[src/design/ddr_hs_pkg.sv]
// constants shared by the controller end and the user end of the handshake
// assumes a single 100 MHz main clock shared by both ends
package ddr_hs_pkg;
	localparam int          DATA_W           = 16;          // memory data width n
	localparam int          USER_W           = 2 * DATA_W;  // single-rate user word
	localparam int          ADDR_W           = 24;          // row, column and bank
	localparam int          CLK_PERIOD_PS    = 10000;       // 100 MHz main clock
	localparam int          REFRESH_PERIOD_PS = 7700000;    // 7.7 us refresh spacing
	localparam int          REFRESH_INTERVAL_COUNT = REFRESH_PERIOD_PS / CLK_PERIOD_PS;
	localparam int          RFC_COUNT        = 8;           // refresh cycle time in clocks
	localparam int          INIT_COUNT       = 16;          // init sequence length in clocks
	localparam int          PRECHARGE_COUNT  = 2;           // precharge after burst end
	localparam int          POST_REFRESH_GAP = 3;           // clocks after done pulse
	localparam int          TERMINATE_WAIT   = 15;          // user reacts to refresh in 15..20
	localparam int          CNT_W            = 16;          // width of the timer, refresh and gap counters
	localparam logic [2:0]  CMD_NOP          = 3'h0;        // no command
	localparam logic [2:0]  CMD_INIT         = 3'h2;        // initialise memory
	localparam logic [2:0]  CMD_WRITE        = 3'h4;        // write burst
	localparam logic [2:0]  CMD_READ         = 3'h6;        // read burst
	localparam logic [1:0]  BL_2             = 2'h1;        // burst length two
	localparam logic [1:0]  BL_4             = 2'h2;        // burst length four
	localparam logic [1:0]  BL_8             = 2'h3;        // burst length eight

	// clocks of burst terminate per burst length
	function automatic logic [3:0] terminate_clocks(input logic [1:0] bl);
		case (bl)
			BL_2:    terminate_clocks = 4'h1;
			BL_8:    terminate_clocks = 4'h4;
			default: terminate_clocks = 4'h2;
		endcase
	endfunction : terminate_clocks
endpackage : ddr_hs_pkg

[src/design/ddr_hs_if.sv]
// interface joining the controller end and the user end
// assumes both ends run on the same main clock
`timescale 1ns/1ps
interface ddr_hs_if;
	import ddr_hs_pkg::*;
	logic [2:0]        command;                 // command code, user driven
	logic [ADDR_W-1:0] address;                 // transfer address
	logic              burst_terminate;         // ends the burst
	logic [USER_W-1:0] write_data;              // user write word
	logic              command_acknowledge;     // command in progress
	logic              initialization_complete; // memory ready
	logic              refresh_request;         // refresh pending
	logic              refresh_complete_pulse;  // one clock at refresh end
	logic [USER_W-1:0] read_data_to_user;       // user read word
	logic              read_data_valid;         // read word valid

	modport controller (
		input  command, address, burst_terminate, write_data,
		output command_acknowledge, initialization_complete, refresh_request,
		output refresh_complete_pulse, read_data_to_user, read_data_valid
	);
	modport user (
		output command, address, burst_terminate, write_data,
		input  command_acknowledge, initialization_complete, refresh_request,
		input  refresh_complete_pulse, read_data_to_user, read_data_valid
	);
endinterface : ddr_hs_if

[src/design/ddr_hs_controller.sv]
// controller end: acknowledge, init flag, refresh request and done pulse
// assumes synchronous user inputs; memory pins are a plain half-word port
`timescale 1ns/1ps

// What this block does
// - user holds terminate 1/2/4 clocks per length
// - bursts stay in one row; reinit next row
// - acknowledge high during transfer; wait its fall
// - raise init complete after init sequence
// - refresh request each 7.7us until issued
// - user terminates within 15-20 clocks of request
// - interval taken from refresh interval count
// - done pulse one clock after tRFC
// - next command three clocks after done
// - commands presented and sampled on main clock
// - acknowledge next clock, after refresh if busy
// - user word split into two memory halves
module ddr_hs_controller
	import ddr_hs_pkg::*;
#(
	parameter int REFRESH_COUNT = REFRESH_INTERVAL_COUNT  // clocks between requests
) (
	input  wire logic              clk_sys,        // main clock
	input  wire logic              nrst,           // async reset, active low
	ddr_hs_if.controller           hs,             // user side handshake
	input  wire logic [1:0]        burst_length,   // selected burst length
	input  wire logic [DATA_W-1:0] mem_read_half,  // half word from memory
	output logic [DATA_W-1:0]      mem_write_half, // half word to memory
	output logic                   mem_refresh_cmd, // auto-refresh issued
	output logic                   mem_precharge   // precharge issued
);
	typedef enum logic [5:0] {
		ST_IDLE  = 6'h01,  // waiting for a command
		ST_INIT  = 6'h02,  // init sequence running
		ST_XFER  = 6'h04,  // burst in progress
		ST_PRE   = 6'h08,  // precharge after terminate
		ST_RFC   = 6'h10,  // waiting out tRFC
		ST_GAP   = 6'h20   // hold-off after done pulse
	} state_e;

	typedef struct packed {
		state_e            state;       // control state
		logic [CNT_W-1:0]  timer;       // per state timer
		logic [CNT_W-1:0]  ref_timer;   // refresh interval counter
		logic [2:0]        pend_cmd;    // command waiting for refresh
		logic              ack;         // command acknowledge
		logic              init_done;   // init complete flag
		logic              ref_req;     // refresh request
		logic              ref_done;    // refresh done pulse
		logic              refresh;     // refresh command strobe
		logic              precharge;   // precharge strobe
		logic              phase;       // which half goes out
		logic [USER_W-1:0] wr_word;     // latched write word
		logic [DATA_W-1:0] wr_half;     // half word out
		logic [DATA_W-1:0] rd_low;      // first read half
		logic [USER_W-1:0] rd_word;     // assembled read word
		logic              rd_valid;    // read word valid
	} state_s;

	state_s cur;       // registered state
	state_s next_cur;  // next state

	// refresh due when interval counter expires
	logic refresh_due;
	assign refresh_due = (cur.ref_timer == CNT_W'(REFRESH_COUNT - 1));

	// next state logic
	always_comb begin
		next_cur           = cur;
		next_cur.ref_done  = 1'b0;
		next_cur.refresh   = 1'b0;
		next_cur.precharge = 1'b0;
		next_cur.rd_valid  = 1'b0;
		// interval counter runs freely once memory is initialised
		if (cur.init_done) begin
			next_cur.ref_timer = refresh_due ? '0 : cur.ref_timer + 1'b1;
			if (refresh_due) begin
				next_cur.ref_req = 1'b1;
			end
		end
		// double-rate split and assembly of words
		next_cur.phase = ~cur.phase;
		if (cur.ack && cur.state == ST_XFER) begin
			if (!cur.phase) begin
				next_cur.wr_word = hs.write_data;
				next_cur.wr_half = hs.write_data[DATA_W-1:0];
				next_cur.rd_low  = mem_read_half;
			end else begin
				next_cur.wr_half  = cur.wr_word[USER_W-1:DATA_W];
				next_cur.rd_word  = {mem_read_half, cur.rd_low};
				next_cur.rd_valid = (cur.pend_cmd == CMD_READ);
			end
		end
		case (cur.state)
			ST_IDLE: begin
				// commands sampled on the main clock edge
				if (hs.command == CMD_INIT) begin
					next_cur.state     = ST_INIT;
					next_cur.timer     = '0;
					next_cur.init_done = 1'b0;
					next_cur.ref_req   = 1'b0;
					next_cur.ref_timer = '0;
				end else if (cur.ref_req) begin
					// refresh first; a waiting command is held off
					next_cur.refresh = 1'b1;
					next_cur.ref_req = refresh_due;
					next_cur.state   = ST_RFC;
					next_cur.timer   = '0;
					if (cur.init_done && (hs.command == CMD_WRITE || hs.command == CMD_READ)) begin
						next_cur.pend_cmd = hs.command;
					end
				end else if (cur.init_done &&
						(hs.command == CMD_WRITE || hs.command == CMD_READ)) begin
					next_cur.ack      = 1'b1;
					next_cur.pend_cmd = hs.command;
					next_cur.state    = ST_XFER;
					next_cur.timer    = '0;
				end
				// other codes fall through unchanged: reserved, no action
			end
			ST_INIT: begin
				next_cur.timer = cur.timer + 1'b1;
				if (cur.timer == CNT_W'(INIT_COUNT - 1)) begin
					next_cur.init_done = 1'b1;
					next_cur.state     = ST_IDLE;
				end
			end
			ST_XFER: begin
				// terminate must stand its full length before precharge
				if (hs.burst_terminate) begin
					next_cur.timer = cur.timer + 1'b1;
					if (cur.timer[3:0] == terminate_clocks(burst_length) - 4'h1) begin
						next_cur.state     = ST_PRE;
						next_cur.timer     = '0;
						next_cur.precharge = 1'b1;
					end
				end else begin
					next_cur.timer = '0;
				end
			end
			ST_PRE: begin
				next_cur.timer = cur.timer + 1'b1;
				if (cur.timer == CNT_W'(PRECHARGE_COUNT - 1)) begin
					next_cur.ack      = 1'b0;
					next_cur.pend_cmd = CMD_NOP;
					next_cur.state    = ST_IDLE;
				end
			end
			ST_RFC: begin
				next_cur.timer = cur.timer + 1'b1;
				if (cur.timer == CNT_W'(RFC_COUNT - 1)) begin
					next_cur.ref_done = 1'b1;
					next_cur.state    = ST_GAP;
					next_cur.timer    = '0;
				end
			end
			ST_GAP: begin
				// hold-off, then a command waiting on the refresh is acknowledged
				next_cur.timer = cur.timer + 1'b1;
				if (cur.timer == CNT_W'(POST_REFRESH_GAP - 1)) begin
					if (cur.pend_cmd != CMD_NOP) begin
						next_cur.ack   = 1'b1;
						next_cur.state = ST_XFER;
						next_cur.timer = '0;
					end else begin
						next_cur.state = ST_IDLE;
					end
				end
			end
			default: begin
				next_cur.state = ST_IDLE;
			end
		endcase
	end

	// state register
	always_ff @(posedge clk_sys or negedge nrst) begin
		if (!nrst) begin
			cur       <= '0;
			cur.state <= ST_IDLE;
		end else begin
			cur <= next_cur;
		end
	end

	// outputs straight from flip-flops
	assign hs.command_acknowledge     = cur.ack;
	assign hs.initialization_complete = cur.init_done;
	assign hs.refresh_request         = cur.ref_req;
	assign hs.refresh_complete_pulse  = cur.ref_done;
	assign hs.read_data_to_user       = cur.rd_word;
	assign hs.read_data_valid         = cur.rd_valid;
	assign mem_write_half             = cur.wr_half;
	assign mem_refresh_cmd            = cur.refresh;
	assign mem_precharge              = cur.precharge;
endmodule : ddr_hs_controller

[src/flat_wrapper.sv]
// flat-port wrapper written by rule: the top's interface ports become plain ports
module ddr_hs_controller_flat import ddr_hs_pkg::*;
#(
	parameter int REFRESH_COUNT = REFRESH_INTERVAL_COUNT                            
)
  (clk_sys, nrst, burst_length, mem_read_half, mem_write_half, mem_refresh_cmd, mem_precharge, hs_command, hs_address, hs_burst_terminate, hs_write_data, hs_command_acknowledge, hs_initialization_complete, hs_refresh_request, hs_refresh_complete_pulse, hs_read_data_to_user, hs_read_data_valid);
  ddr_hs_if hs_i ();
  input  wire logic clk_sys;
  input  wire logic nrst;
  input  wire logic [1:0] burst_length;
  input  wire logic [DATA_W-1:0] mem_read_half;
  output logic [DATA_W-1:0] mem_write_half;
  output logic mem_refresh_cmd;
  output logic mem_precharge;
  input wire logic [$bits(hs_i.command)-1:0] hs_command;
  input wire logic [$bits(hs_i.address)-1:0] hs_address;
  input wire logic [$bits(hs_i.burst_terminate)-1:0] hs_burst_terminate;
  input wire logic [$bits(hs_i.write_data)-1:0] hs_write_data;
  output wire logic [$bits(hs_i.command_acknowledge)-1:0] hs_command_acknowledge;
  output wire logic [$bits(hs_i.initialization_complete)-1:0] hs_initialization_complete;
  output wire logic [$bits(hs_i.refresh_request)-1:0] hs_refresh_request;
  output wire logic [$bits(hs_i.refresh_complete_pulse)-1:0] hs_refresh_complete_pulse;
  output wire logic [$bits(hs_i.read_data_to_user)-1:0] hs_read_data_to_user;
  output wire logic [$bits(hs_i.read_data_valid)-1:0] hs_read_data_valid;
  assign hs_i.command = hs_command;
  assign hs_i.address = hs_address;
  assign hs_i.burst_terminate = hs_burst_terminate;
  assign hs_i.write_data = hs_write_data;
  assign hs_command_acknowledge = hs_i.command_acknowledge;
  assign hs_initialization_complete = hs_i.initialization_complete;
  assign hs_refresh_request = hs_i.refresh_request;
  assign hs_refresh_complete_pulse = hs_i.refresh_complete_pulse;
  assign hs_read_data_to_user = hs_i.read_data_to_user;
  assign hs_read_data_valid = hs_i.read_data_valid;
  ddr_hs_controller #(.REFRESH_COUNT(REFRESH_COUNT)) u_core (.clk_sys(clk_sys), .nrst(nrst), .hs(hs_i), .burst_length(burst_length), .mem_read_half(mem_read_half), .mem_write_half(mem_write_half), .mem_refresh_cmd(mem_refresh_cmd), .mem_precharge(mem_precharge));
endmodule
[config.mk]
export PLATFORM = sky130hd
export DESIGN_NAME = ddr_hs_controller_flat
export DESIGN_NICKNAME = d
export VERILOG_FILES = /design/src/design/ddr_hs_pkg.sv /design/src/design/ddr_hs_if.sv /design/src/design/ddr_hs_controller.sv /design/src/flat_wrapper.sv
export SDC_FILE = /design/constraint.sdc
export NUM_CORES = 1
export LEC_CHECK = 0
export ABC_CLOCK_PERIOD_IN_PS = 2200
export BUFFER_PORTS_ARGS = -buffer_cell sky130_fd_sc_hd__buf_2
export CORE_MARGIN = 2
export CORE_UTILIZATION = 51
export CTS_BUF_LIST = sky130_fd_sc_hd__clkbuf_4 sky130_fd_sc_hd__clkbuf_8
export CTS_CLUSTER_SIZE = 30
export DETAILED_ROUTE_END_ITERATION = 8
export PLACE_DENSITY = 0.78
export SLEW_MARGIN = 0
export SYNTH_ARGS = -nofsm -noshare
export SYNTH_HDL_FRONTEND = slang
export SYNTH_SLANG_ARGS = --single-unit
[constraint.sdc]
create_clock -name clk_sys -period 2.2 [get_ports clk_sys]
set_input_delay 0.11 -clock clk_sys [delete_from_list [all_inputs] [get_ports clk_sys]]
set_output_delay 0.11 -clock clk_sys [all_outputs]
set_load 0.01 [all_outputs]
=== After elaboration in Yosys (flattened, before gate mapping) ===
Cells that the tools add are included.

* Bits in read-only memories: 0
* Register bits after elaboration: 145
* Word-level logic and storage cells: 116
* Bits in writable memories: 0
* Output and inout port bits: 55
* Input bits: 80
* Memories: 0
* Latch bits: 0

* Divide/modulo/power cells: 0
* Reductions and logical operators: 16
* Add/sub/neg operators: 3
* Bitwise logic cells: 1
* Shift-type cells: 0
* Multiply operators: 0
* Multiplexer cells: 50
* Magnitude comparators: 0
* Eq/ne operators: 30

{| class="wikitable"
|+ Operators by type and width
! kind !! number
|-
| two-way mux 22 bit || 6
|-
| two-way mux 16 bit || 7
|-
| case mux 16 bit (5 select lines) || 1
|-
| case mux 6 bit (6 select lines) || 1
|-
| adder 16 x 1 -> 16 bit, second input constant || 2
|-
| two-way mux 1 bit || 20
|-
| two-way mux 4 bit || 5
|-
| two-way mux 6 bit || 3
|-
| == test 16 x 1 -> 1 bit, second input constant || 1
|-
| == test 16 x 10 -> 1 bit, second input constant || 1
|-
| == test 16 x 2 -> 1 bit, second input constant || 1
|-
| == test 16 x 3 -> 1 bit, second input constant || 1
|-
| == test 16 x 4 -> 1 bit, second input constant || 1
|-
| != test 2 x 1 -> 1 bit, second input constant || 7
|-
| AND reduction 7 bit || 2
|-
| case mux 3 bit (2 select lines) || 2
|-
| == test 3 bit, second input constant || 3
|-
| two-way mux 3 bit || 3
|-
| != test 2 bit, second input constant || 4
|-
| == test 6 x 1 -> 1 bit, second input constant || 1
|-
| == test 6 x 2 -> 1 bit, second input constant || 1
|-
| == test 6 x 3 -> 1 bit, second input constant || 1
|-
| == test 6 x 4 -> 1 bit, second input constant || 1
|-
| == test 6 x 5 -> 1 bit, second input constant || 1
|-
| 19 further kinds || 24
|}

=== Logic depth before layout (Yosys ltp) ===
Gate-level depths: netlist of the first run.

* Word-level depth: 9
* Depth in mapped cells: 8

=== Worst setup path before layout of the first run ===
OpenSTA, ideal clock, no wires.

* Path type: register -> register
* Start: reg u_core.cur[140] in the netlist's numbering
* End: reg u_core.cur (netlist bit u_core.hs.read_data_to_user[10])
* Period minus slack after synthesis: 2122 ps
* Buffers on the path: 2
* Arrival: 1997 ps
* Slack: 78 ps
* Cell stages (with the launch flop): 7
* Library setup time: 125 ps
* Path through: dfrtp_1 buf_6 or4_4 nor3b_4 nand3_4 buf_6 mux2_4

* Word-level cells in the longest chain between the ends: 3

{| class="wikitable"
|+ Ends and longest elaborated chain
! what !! RTL line !! source
|-
| start: declaration || ddr_hs_controller.sv:60 || <nowiki>state_s cur;</nowiki>
|-
| start signal: assignment || ddr_hs_controller.sv:182 || <nowiki>cur <= next_cur;</nowiki>
|-
| == test 6 x 3 -> 1 bit || ddr_hs_controller.sv:83 || <nowiki>if (cur.ack && cur.state == ST_XFER) begin</nowiki>
|-
| logical AND 1 bit || ddr_hs_controller.sv:83 ||
|-
| AND reduction 2 bit (no source line) || -- ||
|}

No other way between the ends.
A chain may end at the register's enable or synchronous reset.

=== Final worst setup path of the first run ===
* Start: reg u_core.cur[135] in the netlist's numbering
* End: reg u_core.cur[134] in the netlist's numbering

* Word-level cells in the longest chain between the ends: 3
* Elaborated cells between the ends (all ways): 5
* Those cells by class: eq/ne (2); mux (3)

{| class="wikitable"
|+ Ends and longest elaborated chain
! what !! RTL line !! source
|-
| == test 16 x 2 -> 1 bit / == test 16 x 3 -> 1 bit (equally long branches) || ddr_hs_controller.sv:160, ddr_hs_controller.sv:151 ||
|-
| two-way mux 22 bit, on equally long branches || ddr_hs_controller.sv:160, ddr_hs_controller.sv:151 ||
|-
| case mux 16 bit (5 select lines) (*) || ddr_hs_controller.sv:94 || <nowiki>case (cur.state)</nowiki>
|}

Every way passes the cells marked *; elsewhere a longest branch is shown, timed or not. The select of a mux whose other input is x is not followed.

==> impl_results.md, run 1 <==
* Core box area at 0.0121 mm^2
* Min cycle time layout at 2.14 ns
* Bufs and invs on worst path at 2
* Seq cells post-synth at 129
* Vias per cell at 5.26
* Postcts setup bufs at 0
* Diodes inserted at 0
* Post-synth top flop: dfrtp_1
* Clk Latency, worst-skew pair at 0.43 ns
* Die X at 116 um
* Psw at 2.04 mW
* Htree depth at 4
* Setup violations, final at 0
* Initial antenna violation count at 0
* WP data arrival at 2.44 ns
* Mapped Cells at 549
* Period utilization at 0.971
* Maximum Capacitance Violations at 0
* TritonCTS Buffers at 17
* Clock power share at 0.275
* Post-synth ARST share at 1.00
* Core Rows at 40
* Starting Density at 0.526
* CP max stage cell: dfrtp_1
* Commonest cells post-synth: 128 x dfrtp_1, 51 x buf_4, 49 x nand2_1, 43 x mux2_4, 33 x o21ai_0
* Area leader, netlist: dfrtp_1
* Post-synth EDFFs at 0
* Multi-input gate area at 0.00265 mm^2
* Layout cell share with drive strength beyond 1 at 0.364
* Largest net degree at the start of global routing at 58
* CTS Sinks at 129
* Total power at 6.58 mW
* Critical path startpoint category: flop
* Post-Syn Nets at 634
* Power Internal at 4.54 mW
* First-pass GRT wire length at 22.7 mm
* Ranking of synthesized cells by area: dfrtp_1 50%, mux2_4 10%, buf_4 6.0%
* IO Pins at 135
* Critical path's top delay family: compound AO/OA/AOI/OAI gates
* Max IR drop VDD at 0.000521 V
* Final hold vios at 0
* Routed len/inst at 16.1 um
* GP Congestion at 0.884
* Routed wire length at 14.0 mm
* Number of remaining DRC errors at 0
* Critical Path, Cell by Cell: nor4_2 -> nand3_1 -> o31ai_4 -> buf_4 -> o311ai_4 -> buf_12 -> a21oi_1 -> mux2i_1
* PwrDens at 839 mW/mm^2
* Router iterations before antenna repair at 5
* Sequential Power Share at 0.470
* Worst-path clk slew at 0.08 ns
* Number of global-route vias before repair at 4654
* Slew @ Worst Pin at 0.568 ns
* Pleak at 3.97 nW
* Die area at 0.0134 mm^2
* Synth top area share at 0.503
* Layout Utilization at 0.648
* I/O Buffers at 110
* DRT antenna net count at 0
* Remaining global-route overflow at 0
* Final Max Tran Viols at 0
* Root Buffer: clkbuf_8
* DP Wirelength at 9.12 mm
* Slew headroom at 0.619
* Critical Path Max Stage Delay at 0.41 ns
* Fin nets at 777
* TritonCTS clock tree: built
* Worst Skew at 0.00982 ns
* Critical Path RT at 2.50 ns
* Yosys warns at 0
* Crit path kind: reg -> reg
* Iter 0 DRT Violations at 337
* Endpoint class of the critical path: flop
* Yosys cell types at 57
* Mapped cell area at 0.00637 mm^2
* Register Area at 0.00323 mm^2
* Sw frac at 0.310
* Avg Cell Area, Syn at 11.6 um^2
* Layout area overhead at 23.2%
* Clk buf depth at 2
* Hold crit path type: in -> reg
* FILL cells at 890
* Die Y at 116 um
* Max frequency at 468 MHz
* Sequential fraction of the synthesis area at 0.507
* Gr usage total at 0.218
* CP max FO at 18
* Outcome: finished, final reports clean
* Logic pwr share at 0.255
* Via count at 4591
* Most frequent cell after synthesis: dfrtp_1
[tightest hold or removal path, stage by stage]
cell	delay, ns
buf_2	0.08
mux2i_1	0.07
o21ai_0	0.14
[kinds of logic (layout without fill, tap and decap cells)]
kind of cell / after synthesis / count (layout) / share of synthesized area
xor gates and xnor gates: 13 / 13 / 0.0179
DFF: 129 / 129 / 0.507
muxes: 84 / 84 / 0.170
buffers and inverters: 77 / 232 / 0.0843
adders and majority gates: 6 / 6 / 0.0116
AOI/OAI and AO/OA: 76 / 76 / 0.0750
and+or+nand+nor: 164 / 164 / 0.134
[power groups by stage]
stage | Sequential [mW] | Combinational, mW | Clock, mW
2_1_floorplan | 3.06 | 1.28 | 0
3_3_place_gp | 3.09 | 1.50 | 0
3_5_place_dp | 3.13 | 1.56 | 0
4_1_cts | 3.08 | 1.64 | 1.85
5_1_grt | 3.15 | 1.86 | 1.96
6_report | 3.09 | 1.68 | 1.81
[layer usage]
layer / share of wire / GRT usage / up-vias
met4: 0.015 / 0.0762 / 0
met3: 0.050 / 0.0471 / 27
met2: 0.51 / 0.374 / 141
met5: 0 / 0 / -
met1: 0.42 / 0.273 / 2253
li1: - / - / 2170
[worst paths after layout]
path | from | to | slack, ns | depth (start not counted)
worst max-delay path | u_core.cur[135] | u_core.cur[134] | 0.06 | 8
worst min-delay path | hs_write_data[2] | u_core.mem_write_half[2] | 0.004 | 3
worst max register to register | u_core.cur[135] | u_core.cur[134] | 0.06 | 8
worst min register to register | u_core.mem_write_half[7] | u_core.mem_write_half[7] | 0.48 | 2
max in group asynchronous | nrst | u_core.cur[139] | 1.43 | 3
min in group asynchronous | nrst | u_core.cur[129] | 0.12 | 2
[metrics by stage]
| step | setup slack (ns) | std cells | TNS (ns) | hold WS [ns] | area (um^2) |
|---|---|---|---|---|---|
| 2_1_floorplan | 0.0781 | 549 | 0 | -0.186 | 6370 |
| 3_3_place_gp | 0.0251 | 790 | 0 | 0.0324 | 6940 |
| 3_5_place_dp | -0.0197 | 790 | -0.0197 | 0.0387 | 6940 |
| 4_1_cts | 0.00571 | 872 | 0 | 0.00344 | 7800 |
| 5_1_grt | -0.0651 | 872 | -0.223 | 0.0162 | 7850 |
| 6_report | 0.0630 | 872 | 0 | 0.00440 | 7850 |
[flip-flops by register name, indices dropped and copies added, names as in the netlist]
signal	cells
u_core.cur	74
u_core.hs.refresh_request	1
u_core.hs.initialization_complete	1
u_core.mem_refresh_cmd	1
u_core.hs.read_data_valid	1
u_core.hs.command_acknowledge	1
u_core.mem_precharge	1
u_core.mem_write_half	16
u_core.hs.refresh_complete_pulse	1
u_core.hs.read_data_to_user	32
[what timing repair did]
action | CTS | global route
gates cloned | 0 | 0
gates resized for setup | 1 | 9
hold endpoints to repair | 193 | 0
hold buffers | 51 | 0
setup endpoints to repair | 1 | 12
[placed cells by master, fill, tap and decap left out, types with 6 or more instances in the layout]
cell type,instances
mux2i_1,20
o21ai_0,33
buf_4,26
mux2_2,21
nor2_1,31
nand4_1,6
dfrtp_1,128
and3_1,13
buf_2,109
xor2_1,9
mux2_4,43
inv_1,9
nor3_1,14
buf_12,6
dlygate4sd3_1,51
nand2b_1,6
nand2_1,49
a21oi_1,18
nand3_1,11
clkbuf_8,21
[final cells by class]
| class | count | share of cell area |
|---|---|---|
| Tap cell | 168 | 0.0268 |
| Timing Repair Buffer | 192 | 0.175 |
| Multi-Input combinational cell | 343 | 0.337 |
| Clock buffer | 22 | 0.0378 |
| Inverter | 9 | 0.00431 |
| Clock inverter | 9 | 0.00734 |
| Sequential cell | 129 | 0.412 |
Note: power is estimated with default switching activity, not from simulation.
==> inputs of run 2 (changes only) <==
- ABC_CLOCK_PERIOD_IN_PS: 2200 -> 2000
- CORE_UTILIZATION: 51 -> 57
- PLACE_DENSITY: 0.78 -> 0.83
- clock period: 2.2 -> 2 ns (I/O delays scaled with it)
==> run 2 against run 1 <==
- the flow now finishes with violations (negative setup slack)
- via count up 14%
- power grew 21%
- non-clock buffer count up 45
- worst setup slack worse by 0.44 ns
- core utilization is 13 points higher
- highest routed layer unchanged
==> impl_results.md, run 2 (synthesis results as in run 1) <==
* Worst Reg-to-Reg Cells at 9 (was 8)
* Reg with most FFs: u_core.cur (unchanged)
* Number of global-route vias before repair at 5096 (was 4654)
* Largest net degree at the start of global routing at 49 (was 58)
* Final instance area at 0.00847 mm^2 (was 0.00785 mm^2)
* TritonCTS clock tree: built (unchanged)
* First-pass GRT wire length at 25.3 mm (was 22.7 mm)
* Pleak at 4.30 nW (was 3.97 nW)
* Worst hold path cell count at 3 (unchanged)
* Dpl cells at 788 (was 790)
* Place WS at -0.260 ns (was -0.0197 ns)
* TritonCTS Buffers at 17 (unchanged)
* WP data arrival at 2.72 ns (was 2.44 ns)
* Setup violations, final at 83 (was 0)
* Layout cell share with drive strength beyond 1 at 0.433 (was 0.364)
* Die area at 0.0120 mm^2 (was 0.0134 mm^2)
* Die Y at 110 um (was 116 um)
* Iter 0 DRT Violations at 684 (was 337)
* Endpoint class of the critical path: flop (unchanged)
* Slew headroom at 0.536 (was 0.619)
* Post-Route Setup TNS at -9.81 ns (was 0 ns)
* Core Rows at 38 (was 40)
* CP max stage cell: dfrtp_1 (unchanged)
* Critical Path, Cell by Cell: nor3b_2 -> o31a_1 -> o22a_1 -> buf_6 -> o311ai_4 -> buf_12 -> clkbuf_16 -> nand3_1 -> mux2i_1 (was nor4_2 -> nand3_1 -> o31ai_4 -> buf_4 -> o311ai_4 -> buf_12 -> a21oi_1 -> mux2i_1)
* Critical path startpoint category: flop (unchanged)
* Final Max Tran Viols at 0 (unchanged)
* PwrDens at 939 mW/mm^2 (was 839 mW/mm^2)
* Bufs and invs on worst path at 3 (was 2)
* WHS at 0.0163 ns (was 0.00440 ns)
* DRT antenna net count at 0 (unchanged)
* CTS Sinks at 129 (unchanged)
* Total power at 7.95 mW (was 6.58 mW)
* Initial antenna violation count at 1 (was 0)
* Gr usage total at 0.277 (was 0.218)
* Router iterations before antenna repair at 5 (unchanged)
* Via count at 5229 (was 4591)
* Most frequent cells in the layout: 128 x dfrtp_1, 109 x buf_2, 59 x buf_4 (was 128 x dfrtp_1, 109 x buf_2, 51 x dlygate4sd3_1)
* Root Buffer: clkbuf_8 (unchanged)
* Clk Latency, worst-skew pair at 0.45 ns (was 0.43 ns)
* Failing checks: negative setup slack
* Routed len/inst at 21.0 um (was 16.1 um)
* Outcome: finished, violations left (was finished, final reports clean)
* Unrepaired setup endpoints after global routing: yes
* Clk buf depth at 2 (unchanged)
* Starting Density at 0.585 (was 0.526)
* Final hold vios at 0 (unchanged)
* Layout Utilization at 0.778 (was 0.648)
* DP Area at 0.00714 mm^2 (was 0.00694 mm^2)
* IO Pins at 135 (unchanged)
* GP Congestion at 0.914 (was 0.884)
* Non-filler cells, final at 891 (was 872)
* Max reg flops at 74 (unchanged)
* Die X at 110 um (was 116 um)
* Commonest non-fill, non-tap cell in the layout: dfrtp_1 (unchanged)
* Max IR drop VDD at 0.000686 V (was 0.000521 V)
* Max frequency at 421 MHz (was 468 MHz)
* Hold crit path type: in -> reg (unchanged)
* Slew @ Worst Pin at 0.696 ns (was 0.568 ns)
* Period utilization at 1.19 (was 0.971)
* Maximum Capacitance Violations at 0 (unchanged)
* DP Wirelength at 9.80 mm (was 9.12 mm)
* Critical Path Max Stage Delay at 0.42 ns (was 0.41 ns)
* Core box area at 0.0109 mm^2 (was 0.0121 mm^2)
* Layout area overhead at 32.9% (was 23.2%)
* I/O Buffers at 110 (unchanged)
* Critical path's top delay family: compound AO/OA/AOI/OAI gates (unchanged)
* Worst Skew at 0.0182 ns (was 0.00982 ns)
* Routed wire length at 18.7 mm (was 14.0 mm)
* Min cycle time layout at 2.37 ns (was 2.14 ns)
* Vias per cell at 5.87 (was 5.26)
* Remaining global-route overflow at 0 (unchanged)
* Critical Path RT at 2.34 ns (was 2.50 ns)
* Crit. path cell count at 9 (was 8)
* Worst-path clk slew at 0.09 ns (was 0.08 ns)
* Htree depth at 4 (unchanged)
* Number of remaining DRC errors at 0 (unchanged)
* Fin nets at 822 (was 777)
* CP max FO at 9 (was 18)
* Crit path kind: reg -> reg (unchanged)
* Worst setup margin at -0.373 ns (was 0.0630 ns)
==> run 2: changes by cell type in the layout (fill, tap and decap cells not counted), sizes merged <==
cell,previous run,this run
clkinvlp,2,4
buf,141,184
diode,0,1
dlygate4sd3,51,49
bufinv,0,2
inv,10,14
clkinv,6,3
==> run 2: repair_timing <==
action	4_1_cts	5_1_grt
resized for setup	15	36
endpoints found under the setup margin	87	95
pin swaps	8	10
hold buffers	49	0
gates cloned	0	5
setup buffers	5	11
endpoints found under the hold margin	107	0
==> run 2: routing by layer <==
layer,track usage,vias to the layer above,part of all wire
li1,-,2268,-
met1,0.326,2578,0.37
met2,0.481,291,0.51
met3,0.0652,92,0.064
met4,0.124,0,0.054
met5,0,-,0
==> run 2: worst register-to-register path, delay by kind of cell (launching register included) <==
kind,cells,cell delay (ns)
buffers and inverters,3,0.47
muxes,1,0.24
DFF,1,0.42
and+or+nand+nor,2,0.26
AOI/OAI and AO/OA,3,0.88
==> run 2: layout make-up <==
type | count | area [um^2]
well taps | 140 | 175
inverters | 9 | 33.8
repair buffers | 237 | 1850
clock buffers | 18 | 241
fillers | 564 | 2420
diodes | 1 | 2.50
multi-input cells | 343 | 2780
clock inverters | 14 | 155
flip-flops and latches | 129 | 3230
==> run 2: path summary, 6_finish.rpt <==
path,startpoint,slack (ns),to
setup / recovery,u_core.cur[123],-0.37,u_core.cur[134]
hold / removal,hs_write_data[0],0.02,u_core.mem_write_half[0]
setup reg to reg,u_core.cur[123],-0.37,u_core.cur[134]
hold reg to reg,u_core.mem_write_half[10],0.49,u_core.mem_write_half[10]
max in group asynchronous,nrst,1.01,u_core.cur[136]
min in group asynchronous,nrst,0.23,u_core.cur[123]
==> run 2: report_power, final <==
group / switching, mW / leakage, nW / internal (mW) / total, mW
clock network: 1.14 / 0.192 / 1.14 / 2.28
logic: 1.12 / 2.51 / 1.12 / 2.24
registers: 0.353 / 1.60 / 3.08 / 3.43
